## src/gbdac_consts.vh

```
// gbdac_consts.vh: register offsets, field positions, reset values and timing counts
// assumes: included by the gate-bias dac control modules; definitions only
`ifndef GBDAC_CONSTS_VH
`define GBDAC_CONSTS_VH

// word byte addresses on the wishbone slave
`define GBDAC_ADR_CH0_LOW       8'h00
`define GBDAC_ADR_CH0_HIGH      8'h04
`define GBDAC_ADR_CH0_FINE_IMM  8'h08
`define GBDAC_ADR_CH0_FINE_DLY  8'h0C
`define GBDAC_ADR_CH0_FINE_CAL  8'h10
`define GBDAC_ADR_CH0_FINE_CALD 8'h14
`define GBDAC_ADR_CH0_COARSE    8'h18
`define GBDAC_ADR_CH1_BASE      8'h20
`define GBDAC_ADR_LOAD          8'h40
`define GBDAC_ADR_REFCTL        8'h44
`define GBDAC_ADR_STATUS        8'h48
`define GBDAC_ADR_CORR0         8'h4C
`define GBDAC_ADR_CORR1         8'h50
`define GBDAC_ADR_OUT0          8'h54
`define GBDAC_ADR_OUT1          8'h58

// coarse control word: bit 0 immediate, bits 2:1 calibration select
`define GBDAC_CC_IMM_BIT        0
`define GBDAC_CC_CAL_LO         1
`define GBDAC_CC_CAL_HI         2
// reference control fields
`define GBDAC_REF_MODE_LSB      0
`define GBDAC_REF_CH0_PWR_BIT   2
`define GBDAC_REF_CH1_PWR_BIT   3
`define GBDAC_REF_BG_FORCE_BIT  4
`define GBDAC_REF_CONV_REQ_BIT  5
`define GBDAC_REF_MODE_PERM     2'b11

`define GBDAC_RST_CODE8         8'h00
`define GBDAC_RST_CODE10        10'h000

// reference settling: worst case time and clock
`define GBDAC_REF_SETTLE_NS     81000
`define GBDAC_CLK_PERIOD_NS     100
`define GBDAC_REF_SETTLE_CYC    ((`GBDAC_REF_SETTLE_NS + `GBDAC_CLK_PERIOD_NS - 1) / `GBDAC_CLK_PERIOD_NS)

`endif

```

## src/gbdac_channel.v

```verilog
// gbdac_channel.v: one channel of input and hidden output code registers
// assumes: write strobes come from the bus slave on the same clock
`timescale 1ns/1ps
`include "gbdac_consts.vh"

module gbdac_channel #(
  parameter CW = 8,
  parameter FW = 10
) (
  input  wire          clk,
  input  wire          rst_b,
  input  wire [CW-1:0] wr_data_c,
  input  wire [FW-1:0] wr_data_f,
  input  wire          wr_low,
  input  wire          wr_high,
  input  wire          wr_fine,
  input  wire          fine_imm,
  input  wire          fine_cal,
  input  wire          coarse_imm,
  input  wire [1:0]    coarse_cal,
  input  wire [FW-1:0] corr,
  input  wire          load,
  output reg  [CW-1:0] low_in_ff,
  output reg  [CW-1:0] high_in_ff,
  output reg  [FW-1:0] fine_in_ff,
  output reg  [CW-1:0] low_out_ff,
  output reg  [CW-1:0] high_out_ff,
  output reg  [FW-1:0] fine_out_ff
);

  reg          cal_pend_ff;
  reg          fine_pend_ff;
  reg [FW-1:0] nxt_fine_out;
  wire [FW-1:0] fine_cal_val;
  wire          any_cal;

  // correction is two's complement, so one adder does add and subtract
  assign fine_cal_val = fine_in_ff + corr;
  assign any_cal      = fine_cal | (|coarse_cal);

  always @* begin
    nxt_fine_out = fine_out_ff;
    if (wr_fine && fine_imm) begin
      nxt_fine_out = fine_cal ? (wr_data_f + corr) : wr_data_f;
    end else if (load && fine_pend_ff) begin
      // a fine code already moved is not moved again, so its correction survives
      nxt_fine_out = cal_pend_ff ? fine_cal_val : fine_in_ff;
    end else if ((wr_low || wr_high) && coarse_imm && (|coarse_cal)) begin
      nxt_fine_out = fine_cal_val;
    end
  end

  always @(posedge clk or negedge rst_b) begin
    if (!rst_b) begin
      low_in_ff   <= `GBDAC_RST_CODE8;
      high_in_ff  <= `GBDAC_RST_CODE8;
      fine_in_ff  <= `GBDAC_RST_CODE10;
      low_out_ff  <= `GBDAC_RST_CODE8;
      high_out_ff <= `GBDAC_RST_CODE8;
      fine_out_ff <= `GBDAC_RST_CODE10;
      cal_pend_ff <= 1'b0;
      fine_pend_ff <= 1'b0;
    end else begin
      if (wr_low) begin
        low_in_ff <= wr_data_c;
      end
      if (wr_high) begin
        high_in_ff <= wr_data_c;
      end
      if (wr_fine) begin
        fine_in_ff  <= wr_data_f;
        cal_pend_ff <= fine_cal;
      end else if ((wr_low || wr_high) && (|coarse_cal)) begin
        cal_pend_ff <= 1'b1;
      end else if (load) begin
        cal_pend_ff <= 1'b0;
      end
      // only a deferred write leaves the fine output waiting for a load
      if (wr_fine) begin
        fine_pend_ff <= ~fine_imm;
      end else if ((wr_low || wr_high) && !coarse_imm && (|coarse_cal)) begin
        fine_pend_ff <= 1'b1;
      end else if (load) begin
        fine_pend_ff <= 1'b0;
      end
      // wipers move only on a transfer, never on an input write alone
      if ((wr_low && coarse_imm) || load) begin
        low_out_ff <= wr_low ? wr_data_c : low_in_ff;
      end
      if ((wr_high && coarse_imm) || load) begin
        high_out_ff <= wr_high ? wr_data_c : high_in_ff;
      end
      fine_out_ff <= nxt_fine_out;
    end
  end

endmodule // gbdac_channel

```

## src/gbdac_ctrl.v

```verilog
// gbdac_ctrl.v: gate-bias dac update control, two channels, wishbone slave
// assumes: classic wishbone master on clk; one-cycle registered ack
// Operation
// - each channel keeps user-written 8-bit low and high wiper codes and a 10-bit fine code.
// - the analog level is ref/256*low plus ref/256*(high-low)*fine/1024, unipolar.
// - a wiper moves only when its hidden output register loads, not on an input write.
// - hidden output registers are not writable by software, only via transfers.
// - selecting low or high calibration adds or subtracts a correction to the fine code.
// - selecting fine calibration loads the signed-corrected fine code into the output.
// - transfers happen right after an immediate-mode write or on the load command.
// - the fine register address chosen sets calibration on/off and immediate/deferred.
// - an unpowered reference is powered and settled before a conversion may start.
//
// The address map and the Wishbone register port were chosen for this implementation.
`timescale 1ns/1ps
`include "gbdac_consts.vh"

module gbdac_ctrl #(
  parameter CW         = 8,
  parameter FW         = 10,
  parameter SETTLE_CYC = `GBDAC_REF_SETTLE_CYC
) (
  input  wire          clk,
  input  wire          rst_b,
  input  wire          wb_cyc_i,
  input  wire          wb_stb_i,
  input  wire          wb_we_i,
  input  wire [7:0]    wb_adr_i,
  input  wire [3:0]    wb_sel_i,
  input  wire [31:0]   wb_dat_i,
  output reg  [31:0]   wb_dat_o,
  output reg           wb_ack_o,
  output reg  [CW-1:0] ch0_low_wiper_ff,
  output reg  [CW-1:0] ch0_high_wiper_ff,
  output reg  [FW-1:0] ch0_fine_interp_ff,
  output reg  [CW-1:0] ch1_low_wiper_ff,
  output reg  [CW-1:0] ch1_high_wiper_ff,
  output reg  [FW-1:0] ch1_fine_interp_ff,
  output reg           ref_power_ff,
  output reg           ref_ready_ff,
  output reg           conv_start_ff
);

  ////////////////////////////////////////////////////////////////////////////////
  // bus decode
  // ack low gates the request, so one held over the ack edge is taken only once
  wire       req  = wb_cyc_i & wb_stb_i & ~wb_ack_o;
  wire       wr   = req & wb_we_i & wb_sel_i[0];
  wire       wr_h = req & wb_we_i & wb_sel_i[1];
  // channel 1 mirrors channel 0 at a fixed offset
  wire       ch1  = wb_adr_i[5];
  wire [7:0] loc  = ch1 ? (wb_adr_i - `GBDAC_ADR_CH1_BASE) : wb_adr_i;
  wire       in_ch = (wb_adr_i < 8'h40);

  reg  [2:0]    coarse_ctl_ff [0:1];
  reg  [FW-1:0] corr_ff       [0:1];
  reg  [5:0]    refctl_ff;
  reg  [15:0]   settle_cnt_ff;
  reg           conv_pend_ff;

  wire [CW-1:0] li0, hi0, li1, hi1, lo0, ho0, lo1, ho1;
  wire [FW-1:0] fi0, fi1, fo0, fo1;

  wire w_low  = wr & in_ch & (loc == `GBDAC_ADR_CH0_LOW);
  wire w_high = wr & in_ch & (loc == `GBDAC_ADR_CH0_HIGH);
  // four fine addresses: immediate/deferred times plain/calibrated
  wire w_fine = wr & in_ch & ((loc == `GBDAC_ADR_CH0_FINE_IMM) | (loc == `GBDAC_ADR_CH0_FINE_DLY)
              | (loc == `GBDAC_ADR_CH0_FINE_CAL) | (loc == `GBDAC_ADR_CH0_FINE_CALD));
  wire f_imm  = (loc == `GBDAC_ADR_CH0_FINE_IMM) | (loc == `GBDAC_ADR_CH0_FINE_CAL);
  wire f_cal  = (loc == `GBDAC_ADR_CH0_FINE_CAL) | (loc == `GBDAC_ADR_CH0_FINE_CALD);
  wire w_load = wr & (wb_adr_i == `GBDAC_ADR_LOAD);
  wire [1:0] load_ch = w_load ? wb_dat_i[1:0] : 2'b00;

  ////////////////////////////////////////////////////////////////////////////////
  // channels
  gbdac_channel #(.CW(CW), .FW(FW)) u_ch0 (
    .clk        (clk),
    .rst_b      (rst_b),
    .wr_data_c  (wb_dat_i[CW-1:0]),
    .wr_data_f  (wb_dat_i[FW-1:0]),
    .wr_low     (w_low & ~ch1),
    .wr_high    (w_high & ~ch1),
    .wr_fine    (w_fine & wr_h & ~ch1),
    .fine_imm   (f_imm),
    .fine_cal   (f_cal),
    .coarse_imm (coarse_ctl_ff[0][`GBDAC_CC_IMM_BIT]),
    .coarse_cal (coarse_ctl_ff[0][`GBDAC_CC_CAL_HI:`GBDAC_CC_CAL_LO]),
    .corr       (corr_ff[0]),
    .load       (load_ch[0]),
    .low_in_ff  (li0),
    .high_in_ff (hi0),
    .fine_in_ff (fi0),
    .low_out_ff (lo0),
    .high_out_ff(ho0),
    .fine_out_ff(fo0)
  );

  gbdac_channel #(.CW(CW), .FW(FW)) u_ch1 (
    .clk        (clk),
    .rst_b      (rst_b),
    .wr_data_c  (wb_dat_i[CW-1:0]),
    .wr_data_f  (wb_dat_i[FW-1:0]),
    .wr_low     (w_low & ch1),
    .wr_high    (w_high & ch1),
    .wr_fine    (w_fine & wr_h & ch1),
    .fine_imm   (f_imm),
    .fine_cal   (f_cal),
    .coarse_imm (coarse_ctl_ff[1][`GBDAC_CC_IMM_BIT]),
    .coarse_cal (coarse_ctl_ff[1][`GBDAC_CC_CAL_HI:`GBDAC_CC_CAL_LO]),
    .corr       (corr_ff[1]),
    .load       (load_ch[1]),
    .low_in_ff  (li1),
    .high_in_ff (hi1),
    .fine_in_ff (fi1),
    .low_out_ff (lo1),
    .high_out_ff(ho1),
    .fine_out_ff(fo1)
  );

  ////////////////////////////////////////////////////////////////////////////////
  // registers, reference sequencing and outputs
  wire ref_forced = (refctl_ff[1:0] == `GBDAC_REF_MODE_PERM) & (refctl_ff[`GBDAC_REF_CH0_PWR_BIT]
                  | refctl_ff[`GBDAC_REF_CH1_PWR_BIT] | refctl_ff[`GBDAC_REF_BG_FORCE_BIT]);
  wire conv_req   = wr & (wb_adr_i == `GBDAC_ADR_REFCTL) & wb_dat_i[`GBDAC_REF_CONV_REQ_BIT];
  wire settled    = (settle_cnt_ff == SETTLE_CYC[15:0]);

  reg [31:0] nxt_rdata;
  always @* begin
    nxt_rdata = 32'h0000_0000;
    if (in_ch) begin
      case (loc)
        `GBDAC_ADR_CH0_LOW:      nxt_rdata = {24'h00_0000, ch1 ? li1 : li0};
        `GBDAC_ADR_CH0_HIGH:     nxt_rdata = {24'h00_0000, ch1 ? hi1 : hi0};
        `GBDAC_ADR_CH0_FINE_IMM,
        `GBDAC_ADR_CH0_FINE_DLY,
        `GBDAC_ADR_CH0_FINE_CAL,
        `GBDAC_ADR_CH0_FINE_CALD: nxt_rdata = {22'h00_0000, ch1 ? fi1 : fi0};
        `GBDAC_ADR_CH0_COARSE:   nxt_rdata = {29'h0000_0000, coarse_ctl_ff[ch1]};
        default:                 nxt_rdata = 32'h0000_0000;
      endcase
    end else begin
      case (wb_adr_i)
        `GBDAC_ADR_REFCTL: nxt_rdata = {26'h000_0000, refctl_ff};
        `GBDAC_ADR_STATUS: nxt_rdata = {29'h0000_0000, conv_pend_ff, ref_ready_ff, ref_power_ff};
        `GBDAC_ADR_CORR0:  nxt_rdata = {22'h00_0000, corr_ff[0]};
        `GBDAC_ADR_CORR1:  nxt_rdata = {22'h00_0000, corr_ff[1]};
        // read-only view of hidden outputs; no write path exists
        `GBDAC_ADR_OUT0:   nxt_rdata = {6'h00, fo0, ho0, lo0};
        `GBDAC_ADR_OUT1:   nxt_rdata = {6'h00, fo1, ho1, lo1};
        default:           nxt_rdata = 32'h0000_0000;
      endcase
    end
  end

  always @(posedge clk or negedge rst_b) begin
    if (!rst_b) begin
      wb_ack_o           <= 1'b0;
      wb_dat_o           <= 32'h0000_0000;
      coarse_ctl_ff[0]   <= 3'h0;
      coarse_ctl_ff[1]   <= 3'h0;
      corr_ff[0]         <= `GBDAC_RST_CODE10;
      corr_ff[1]         <= `GBDAC_RST_CODE10;
      refctl_ff          <= 6'h00;
      settle_cnt_ff      <= 16'h0000;
      conv_pend_ff       <= 1'b0;
      ref_power_ff       <= 1'b0;
      ref_ready_ff       <= 1'b0;
      conv_start_ff      <= 1'b0;
      ch0_low_wiper_ff   <= `GBDAC_RST_CODE8;
      ch0_high_wiper_ff  <= `GBDAC_RST_CODE8;
      ch0_fine_interp_ff <= `GBDAC_RST_CODE10;
      ch1_low_wiper_ff   <= `GBDAC_RST_CODE8;
      ch1_high_wiper_ff  <= `GBDAC_RST_CODE8;
      ch1_fine_interp_ff <= `GBDAC_RST_CODE10;
    end else begin
      wb_ack_o <= req;
      // read data is zero outside the ack cycle so a bus or-mux needs no gating
      wb_dat_o <= req ? nxt_rdata : 32'h0000_0000;
      if (wr && in_ch && loc == `GBDAC_ADR_CH0_COARSE) begin
        coarse_ctl_ff[ch1] <= wb_dat_i[2:0];
      end
      if (wr && wr_h && wb_adr_i == `GBDAC_ADR_CORR0) begin
        corr_ff[0] <= wb_dat_i[FW-1:0];
      end
      if (wr && wr_h && wb_adr_i == `GBDAC_ADR_CORR1) begin
        corr_ff[1] <= wb_dat_i[FW-1:0];
      end
      if (wr && wb_adr_i == `GBDAC_ADR_REFCTL) begin
        // the conversion request bit is a pulse and is never stored
        refctl_ff <= {1'b0, wb_dat_i[4:0]};
      end
      // settling count restarts whenever the reference is unpowered
      conv_start_ff <= 1'b0;
      if (conv_req) begin
        conv_pend_ff <= 1'b1;
      end else if (conv_pend_ff && settled) begin
        conv_pend_ff  <= 1'b0;
        conv_start_ff <= 1'b1;
      end
      ref_power_ff <= ref_forced | conv_req | conv_pend_ff;
      if (!ref_power_ff) begin
        settle_cnt_ff <= 16'h0000;
      end else if (!settled) begin
        settle_cnt_ff <= settle_cnt_ff + 16'h0001;
      end
      // ready waits for the worst-case settle count, not the typical one
      ref_ready_ff <= ref_power_ff & settled;
      // outputs feed the analog dac per ref/256 coarse plus fine interpolation
      ch0_low_wiper_ff   <= lo0;
      ch0_high_wiper_ff  <= ho0;
      ch0_fine_interp_ff <= fo0;
      ch1_low_wiper_ff   <= lo1;
      ch1_high_wiper_ff  <= ho1;
      ch1_fine_interp_ff <= fo1;
    end
  end

endmodule // gbdac_ctrl

```

## config.mk

```make
export PLATFORM = sky130hd
export DESIGN_NAME = gbdac_ctrl
export DESIGN_NICKNAME = d
export VERILOG_FILES = /design/src/gbdac_channel.v /design/src/gbdac_ctrl.v
export VERILOG_INCLUDE_DIRS = /design/src
export SDC_FILE = /design/constraint.sdc
export NUM_CORES = 1
export LEC_CHECK = 0
export BUFFER_PORTS_ARGS = -buffer_cell sky130_fd_sc_hd__buf_2
export CAP_MARGIN = 40
export CORE_MARGIN = 1.5
export CORE_UTILIZATION = 53
export DETAILED_ROUTE_END_ITERATION = 8
export PLACE_DENSITY_LB_ADDON = 0.15
export SKIP_LAST_GASP = 1
export SLEW_MARGIN = 10
export SYNTH_ARGS = -nofsm -noshare
export SYNTH_HDL_FRONTEND = slang
export SYNTH_SLANG_ARGS = --single-unit
```

## constraint.sdc

```tcl
create_clock -name clk -period 2.4 [get_ports clk]
set_input_delay 0.12 -clock clk [delete_from_list [all_inputs] [get_ports clk]]
set_output_delay 0.12 -clock clk [all_outputs]
set_load 0.01 [all_outputs]
```

; ---- After elaboration in Yosys (flattened, before gate mapping)
; Cells that the tools add are included.
[word_totals]
register_bits = 244
latchBits = 0
mem_bits_rw = 0
rom_bits = 0
inputBits = 49
word_cells = 183
mem_count = 0
[classes]
n_addsub = 6
n_mul = 0
div = 0
magnitude_cmp = 3
eq_ne = 16
n_shift = 0
muxes = 45
bitwise = 34
reduce_logical = 45
[ops]
columns = operator, count
row1 = $pmux 26 s6, 1
row2 = $mux 10, 11
row3 = $mux 32, 2
row4 = $eq 8x7->1 const B, 7
row5 = $mux 8, 7
row6 = $add 10x10->10, 4
row7 = $pmux 10 s4, 1
row8 = $mux 16, 2
row9 = $logic_and 1x1->1, 26
row10 = $eq 8x5->1 const B, 3
row11 = $and 1x1->1, 21
row12 = $reduce_bool 3->1, 6
row13 = $add 16x1->16 const B, 1
row14 = $eq 16x10->1 const B, 1
row15 = $eq 8x4->1 const B, 2
row16 = $mux 1, 14
row17 = $mux 3, 4
row18 = $or 1x1->1, 9
row19 = $eq 8x3->1 const B, 1
row20 = $logic_not 8->1, 1
row21 = $lt 8x7->1 const B, 1
row22 = $sub 8x6->8 const B, 1
row23 = $bwmux 6, 1
row24 = $logic_or 1x1->1, 6
row25 = 12 further kinds, 16

; ---- Depth between registers and ports, before layout
[logic_depth]
word_depth = 13
ltp_mapped = 9

; ---- By module
; From an unflattened synthesis, not the netlist that was laid out.
[hier_totals]
hier_cells = 1062
hier_area_um2 = 12056.6
[by_module_without_submodules]
columns = module, n_inst, cells_per_inst, area_per_inst_um2, seq_area_each_um2
row1 = gbdac_channel, 2, 300, 3206.8, 1351.3
row2 = gbdac_ctrl, 1, 462, 5642.9, 3253.1

; ---- Least setup slack after synthesis
; No wires, ideal clock.
[synth_timing]
kind = reg-to-reg
startpoint = register wb_ack_o
endpoint = register u_ch0.fine_out_ff[9]
arrival_time_ps = 2291
t_required_ps = 2269
setup_slack_ps = -21
path_stages_with_launch = 8
n_path_buf = 0
cell_sequence = dfrtp_1 -> nand3b_1 -> clkinv_1 -> nand3_1 -> nor4_1 -> nor4b_1 -> a211oi_1 -> nand3b_1
[synth_via]
elab_chain_cells = 11
[synth_lines]
columns = element, line
row1 = start: declaration, gbdac_ctrl.v:32  ; output reg wb_ack_o,
row2 = start signal: assignment, gbdac_ctrl.v:176  ; wb_ack_o <= req;
row3 = $not 1->1 *, gbdac_ctrl.v:47  ; wire req = wb_cyc_i & wb_stb_i & ~wb_ack_o;
row4 = $and 1x1->1 *, gbdac_ctrl.v:47
row5 = net req, gbdac_ctrl.v:47
row6 = $and 1x1->1 *, "gbdac_ctrl.v:48, gbdac_ctrl.v:49"
row7 = $and 1x1->1, gbdac_ctrl.v:48  ; wire wr = req & wb_we_i & wb_sel_i[0];
row8 = $and 1x1->1, "gbdac_ctrl.v:64, gbdac_ctrl.v:65, gbdac_ctrl.v:67"
row9 = $and 1x1->1 (on tied branches), "gbdac_ctrl.v:64, gbdac_ctrl.v:65"
row10 = $and 1x1->1 (on tied branches), "gbdac_ctrl.v:81, gbdac_ctrl.v:82"
row11 = $logic_or 1x1->1, gbdac_channel.v:48  ; end else if ((wr_low || wr_high) && coarse_imm && (|coarse_cal)) begin
row12 = $logic_and 1x1->1 (2 in series), gbdac_channel.v:48
row13 = $reduce_bool 3->1 (no line), --
row14 = end signal: assignment, gbdac_channel.v:60  ; fine_out_ff <= `GBDAC_RST_CODE10;
row15 = end signal: assignment, gbdac_channel.v:93  ; fine_out_ff <= nxt_fine_out;
row16 = end: declaration, gbdac_channel.v:28  ; output reg [FW-1:0] fine_out_ff
; The timed path passes the listed nets; every way through them passes the cells marked *.
; A chain may end at the register's enable or synchronous reset.

; ---- Worst setup path after layout
[layout_timing]
startpoint = register corr_ff[10] (netlist bit)
endpoint = register u_ch0.fine_out_ff[8]
[layout_via]
elab_chain_cells = 4
[layout_lines]
columns = element, line
row1 = start: declaration, gbdac_ctrl.v:56  ; reg [FW-1:0] corr_ff [0:1];
row2 = $add 10x10->10, gbdac_channel.v:38  ; assign fine_cal_val = fine_in_ff + corr;
row3 = $mux 10 (on tied branches), "gbdac_channel.v:48, gbdac_channel.v:47"
row4 = $mux 10, gbdac_channel.v:45  ; end else if (load && fine_pend_ff) begin
row5 = $mux 10 *, gbdac_channel.v:43  ; if (wr_fine && fine_imm) begin
; Every way passes the cells marked *; elsewhere a longest branch is shown, timed or not. The select of a mux whose other input is x is not followed.

==> reports/metrics.yaml <==
logic_synthesis:
  ys_ff_latch: 238
  synth_top_family_by_area: "compound AO/OA/AOI/OAI gates"
  synth_mux_area_frac: 0.137
  yosys.area_share.adder: 0.0468
  synth_area_leaders: "dfrtp_1 50%, mux2_2 11%, ha_1 4.0%"
  synth_compound_area_frac: 0.141
  yosys.area_share.simple: 0.117
  ys_seq_area_frac: 0.502
  netlist_top_cells_count: "238 x dfrtp_1, 117 x mux2_2, 79 x nand2_1"
  synth-xor-area-share: 0.0295
  synthArstFlopShare: 1.00
  ys_warn_count: 0
  synth.distinct_cells: 76
  synth_edf_count: 0
  synth.avg_cell_area_um2: 11.2
  synth.most_common_cell: "dfrtp_1"
  synth_top_area_cell: "dfrtp_1"
  synth_top_area_frac: 0.502
  syn_area_um2: 11900
  synth_top_flop_cell: "dfrtp_1"
  syn_inst: 1055
clock_tree:
  cts_tree: "yes"
  cts-root-buf: "clkbuf_16"
  cts_made_buffers: 25
  path_clk_slew_ns: 0.06
  clk-insertion-delay-late_ns: 0.54
  cts.sinks: 238
  clock_path_buffers: 3
  htreeDepth: 1
  postCtsSetupRepairBufs: 0
floorplanning:
  rows: 54
  coreArea_um2: 21900
  die_w_um: 153
  initial_core_util: 0.542
  die_h_um: 153
  dieArea_um2: 23300
  io_pins: 137
setup_path:
  required_ns: 2.80
  cp_common_cell: "o211ai_1"
  crit_start: "corr_ff[10]"
  worstPathMaxFanout: 2
  critPathLaunchType: "flop"
  critPathArrivalTime_ns: 2.74
  endpoint_kind: "flop"
  cp_slowest_stage_delay_ns: 0.38
  crit_chain: "ha_2 > fa_2 > a21o_1 > a211o_1 > a2111o_1 > and3b_1 > o211ai_1 > o211ai_1"
  crit-reg2reg-launch: "corr_ff[10]"
  worstSetupPathType: "flop to flop"
  cp_slowest_cell: "dfrtp_1"
min_path:
  worstHoldStart: "wb_dat_i[7]"
  hold_path.class: "primary input to flop"
place:
  hpwl_um: 26500
  io_buffer_count: 106
  dp_cells: 1508
  gp_congestion: 0.969
drt:
  vias: 9570
  highest_layer: "met4"
  drtAntennaViolNets: 0
  drt_first_pass_iters: 7
  dr.first_iter.drc_count: 922
  avgRoutedWirePerCell_um: 22.9
  viasPerCell: 6.15
  wl_met2_um: 15800
  drt-met1-wl_um: 15200
  wl_um: 35700
  drc: 0
  wl_met3_um: 3150
power_and_ir_drop:
  peakVddDrop_mv: 0.452
  power.leakage_uw: 0.00716
  total_power_uw: 8400
  powerDensity_nw_per_um2: 585
layout:
  antenna_cells: 0
  fill_cells: 1763
  nNetsFinal: 1349
  seqCellArea_um2: 5960
  multi_input_area_um2: 5670
  drive_above_1_share: 0.322
  final_cells: 1555
  syn_to_final_growth_pct: 21.0
timing:
  worstMarginPinSlew_ns: 0.655
  fin_skew_ns: 0.0214
  slew_violations: 0
  max_freq_mhz: 427
  rsz0062_at_grt: "true"
  setup_tns_ns: 0
  setup_viol: 0
  timing.final.crit_period_ns: 2.34
  max_slew_margin: 0.563
  finalHoldViolations: 0
  period_share: 0.976
grt:
  grt_pass1_vias: 9285
  grt.total_usage: 0.309
  grt_pass1_wl_um: 55200
  grt_max_degree: 62
  grt.overflow.total: 0
  antenna_found_initial: 0
run_status:
  status: "completed"
flow_run:
  drv_cap: 0
-- repair_timing --
| item | CTS | global route |
|---|---|---|
| setup endpoints to repair | 2 | 11 |
| hold buffers | 3 | 0 |
| pin swaps | 1 | 4 |
| hold endpoints to repair | 180 | 0 |
| gates resized for setup | 2 | 9 |
-- layout by cell type, fill, tap and decap left out, types with 7 or more instances in the layout --
cell type / n
dfrtp_1: 237
mux2_2: 117
buf_4: 110
buf_2: 105
nand2_1: 79
nor2_1: 66
a21oi_1: 45
o21ai_0: 41
ha_1: 37
mux2i_1: 29
a22oi_1: 27
clkbuf_16: 25
nand3_1: 24
xor2_1: 21
xnor2_1: 19
nor3_1: 18
a221oi_1: 16
inv_1: 14
o211ai_1: 14
a211oi_1: 14
and3_1: 12
or3_1: 9
a21o_1: 9
nor2b_1: 8
nor4_1: 7
a21boi_0: 7
a31oi_1: 7
o21bai_1: 7
-- logic make-up after synthesis --
logic type,Yosys count
AND/OR/NAND/NOR,276
buffers and inverters,69
multiplexers,147
flip-flops,238
adder cells (fa/ha/maj),42
AO/OA/AOI/OAI,242
other,1
XOR/XNOR,40
-- metal layers --
| layer | GRT usage | vias to the layer above |
|---|---|---|
| met2 | 0.474 | 453 |
| met4 | 0.116 | 0 |
| met3 | 0.0529 | 91 |
| met1 | 0.442 | 4700 |
| met5 | 0 | - |
| li1 | - | 4326 |
-- worst paths after layout --
path                            slack, ns  depth (start not counted)               endpoint
max in group asynchronous            1.46                          3    u_ch1.low_out_ff[4]
worst min register to register       0.40                          0   ch0_high_wiper_ff[7]
worst min-delay path                 0.05                          3     u_ch1.low_in_ff[7]
worst max register to register       0.06                          8   u_ch0.fine_out_ff[8]
min in group asynchronous            0.12                          2  ch0_fine_interp_ff[6]
worst max-delay path                 0.06                          8   u_ch0.fine_out_ff[8]
-- report_power, final --
group	leakage, uW	internal (uW)	switching, uW
registers	0.00328	4030	20.5
clock network	0.000402	2260	1630
logic	0.00347	147	311
-- state kept, by name, summed over array words and instances (netlist names), 10 cells and up --
register / flops
settle_cnt_ff: 16
ch0_fine_interp_ff: 10
wb_dat_o: 26
u_ch1.fine_out_ff: 10
ch1_fine_interp_ff: 10
corr_ff: 20
u_ch1.fine_in_ff: 10
u_ch0.fine_in_ff: 10
u_ch0.fine_out_ff: 10
-- area by class of cell --
type	count	share of cell area
tap	280	0.0244
inverter	16	0.00418
multi-input combinational	753	0.395
clock inverter	12	0.00906
sequential	238	0.415
timing repair buffer	224	0.104
clock buffer	32	0.0482
-- through the flow --
step / setup WS [ns] / hold WS [ns] / util / cell area, um2
after global placement: -0.0292 / 0.0829 / 0.615 / 13500
final: 0.0583 / 0.0453 / 0.656 / 14400
after detailed placement: -0.0207 / 0.0878 / 0.615 / 13500
after global routing: -0.0590 / 0.0370 / 0.656 / 14400
after floorplan: 0.0184 / -0.176 / - / 11900
after CTS: 0.00777 / 0.0183 / 0.654 / 14300
-- critical path, delay by kind of cell (launching register included) --
| family | cells | cell delay, ns |
|---|---|---|
| DFF | 1 | 0.38 |
| AOI/OAI and AO/OA | 5 | 1.12 |
| and+or+nand+nor | 1 | 0.18 |
| adders and majority gates | 2 | 0.53 |
Note: power is estimated with default switching activity, not from simulation.
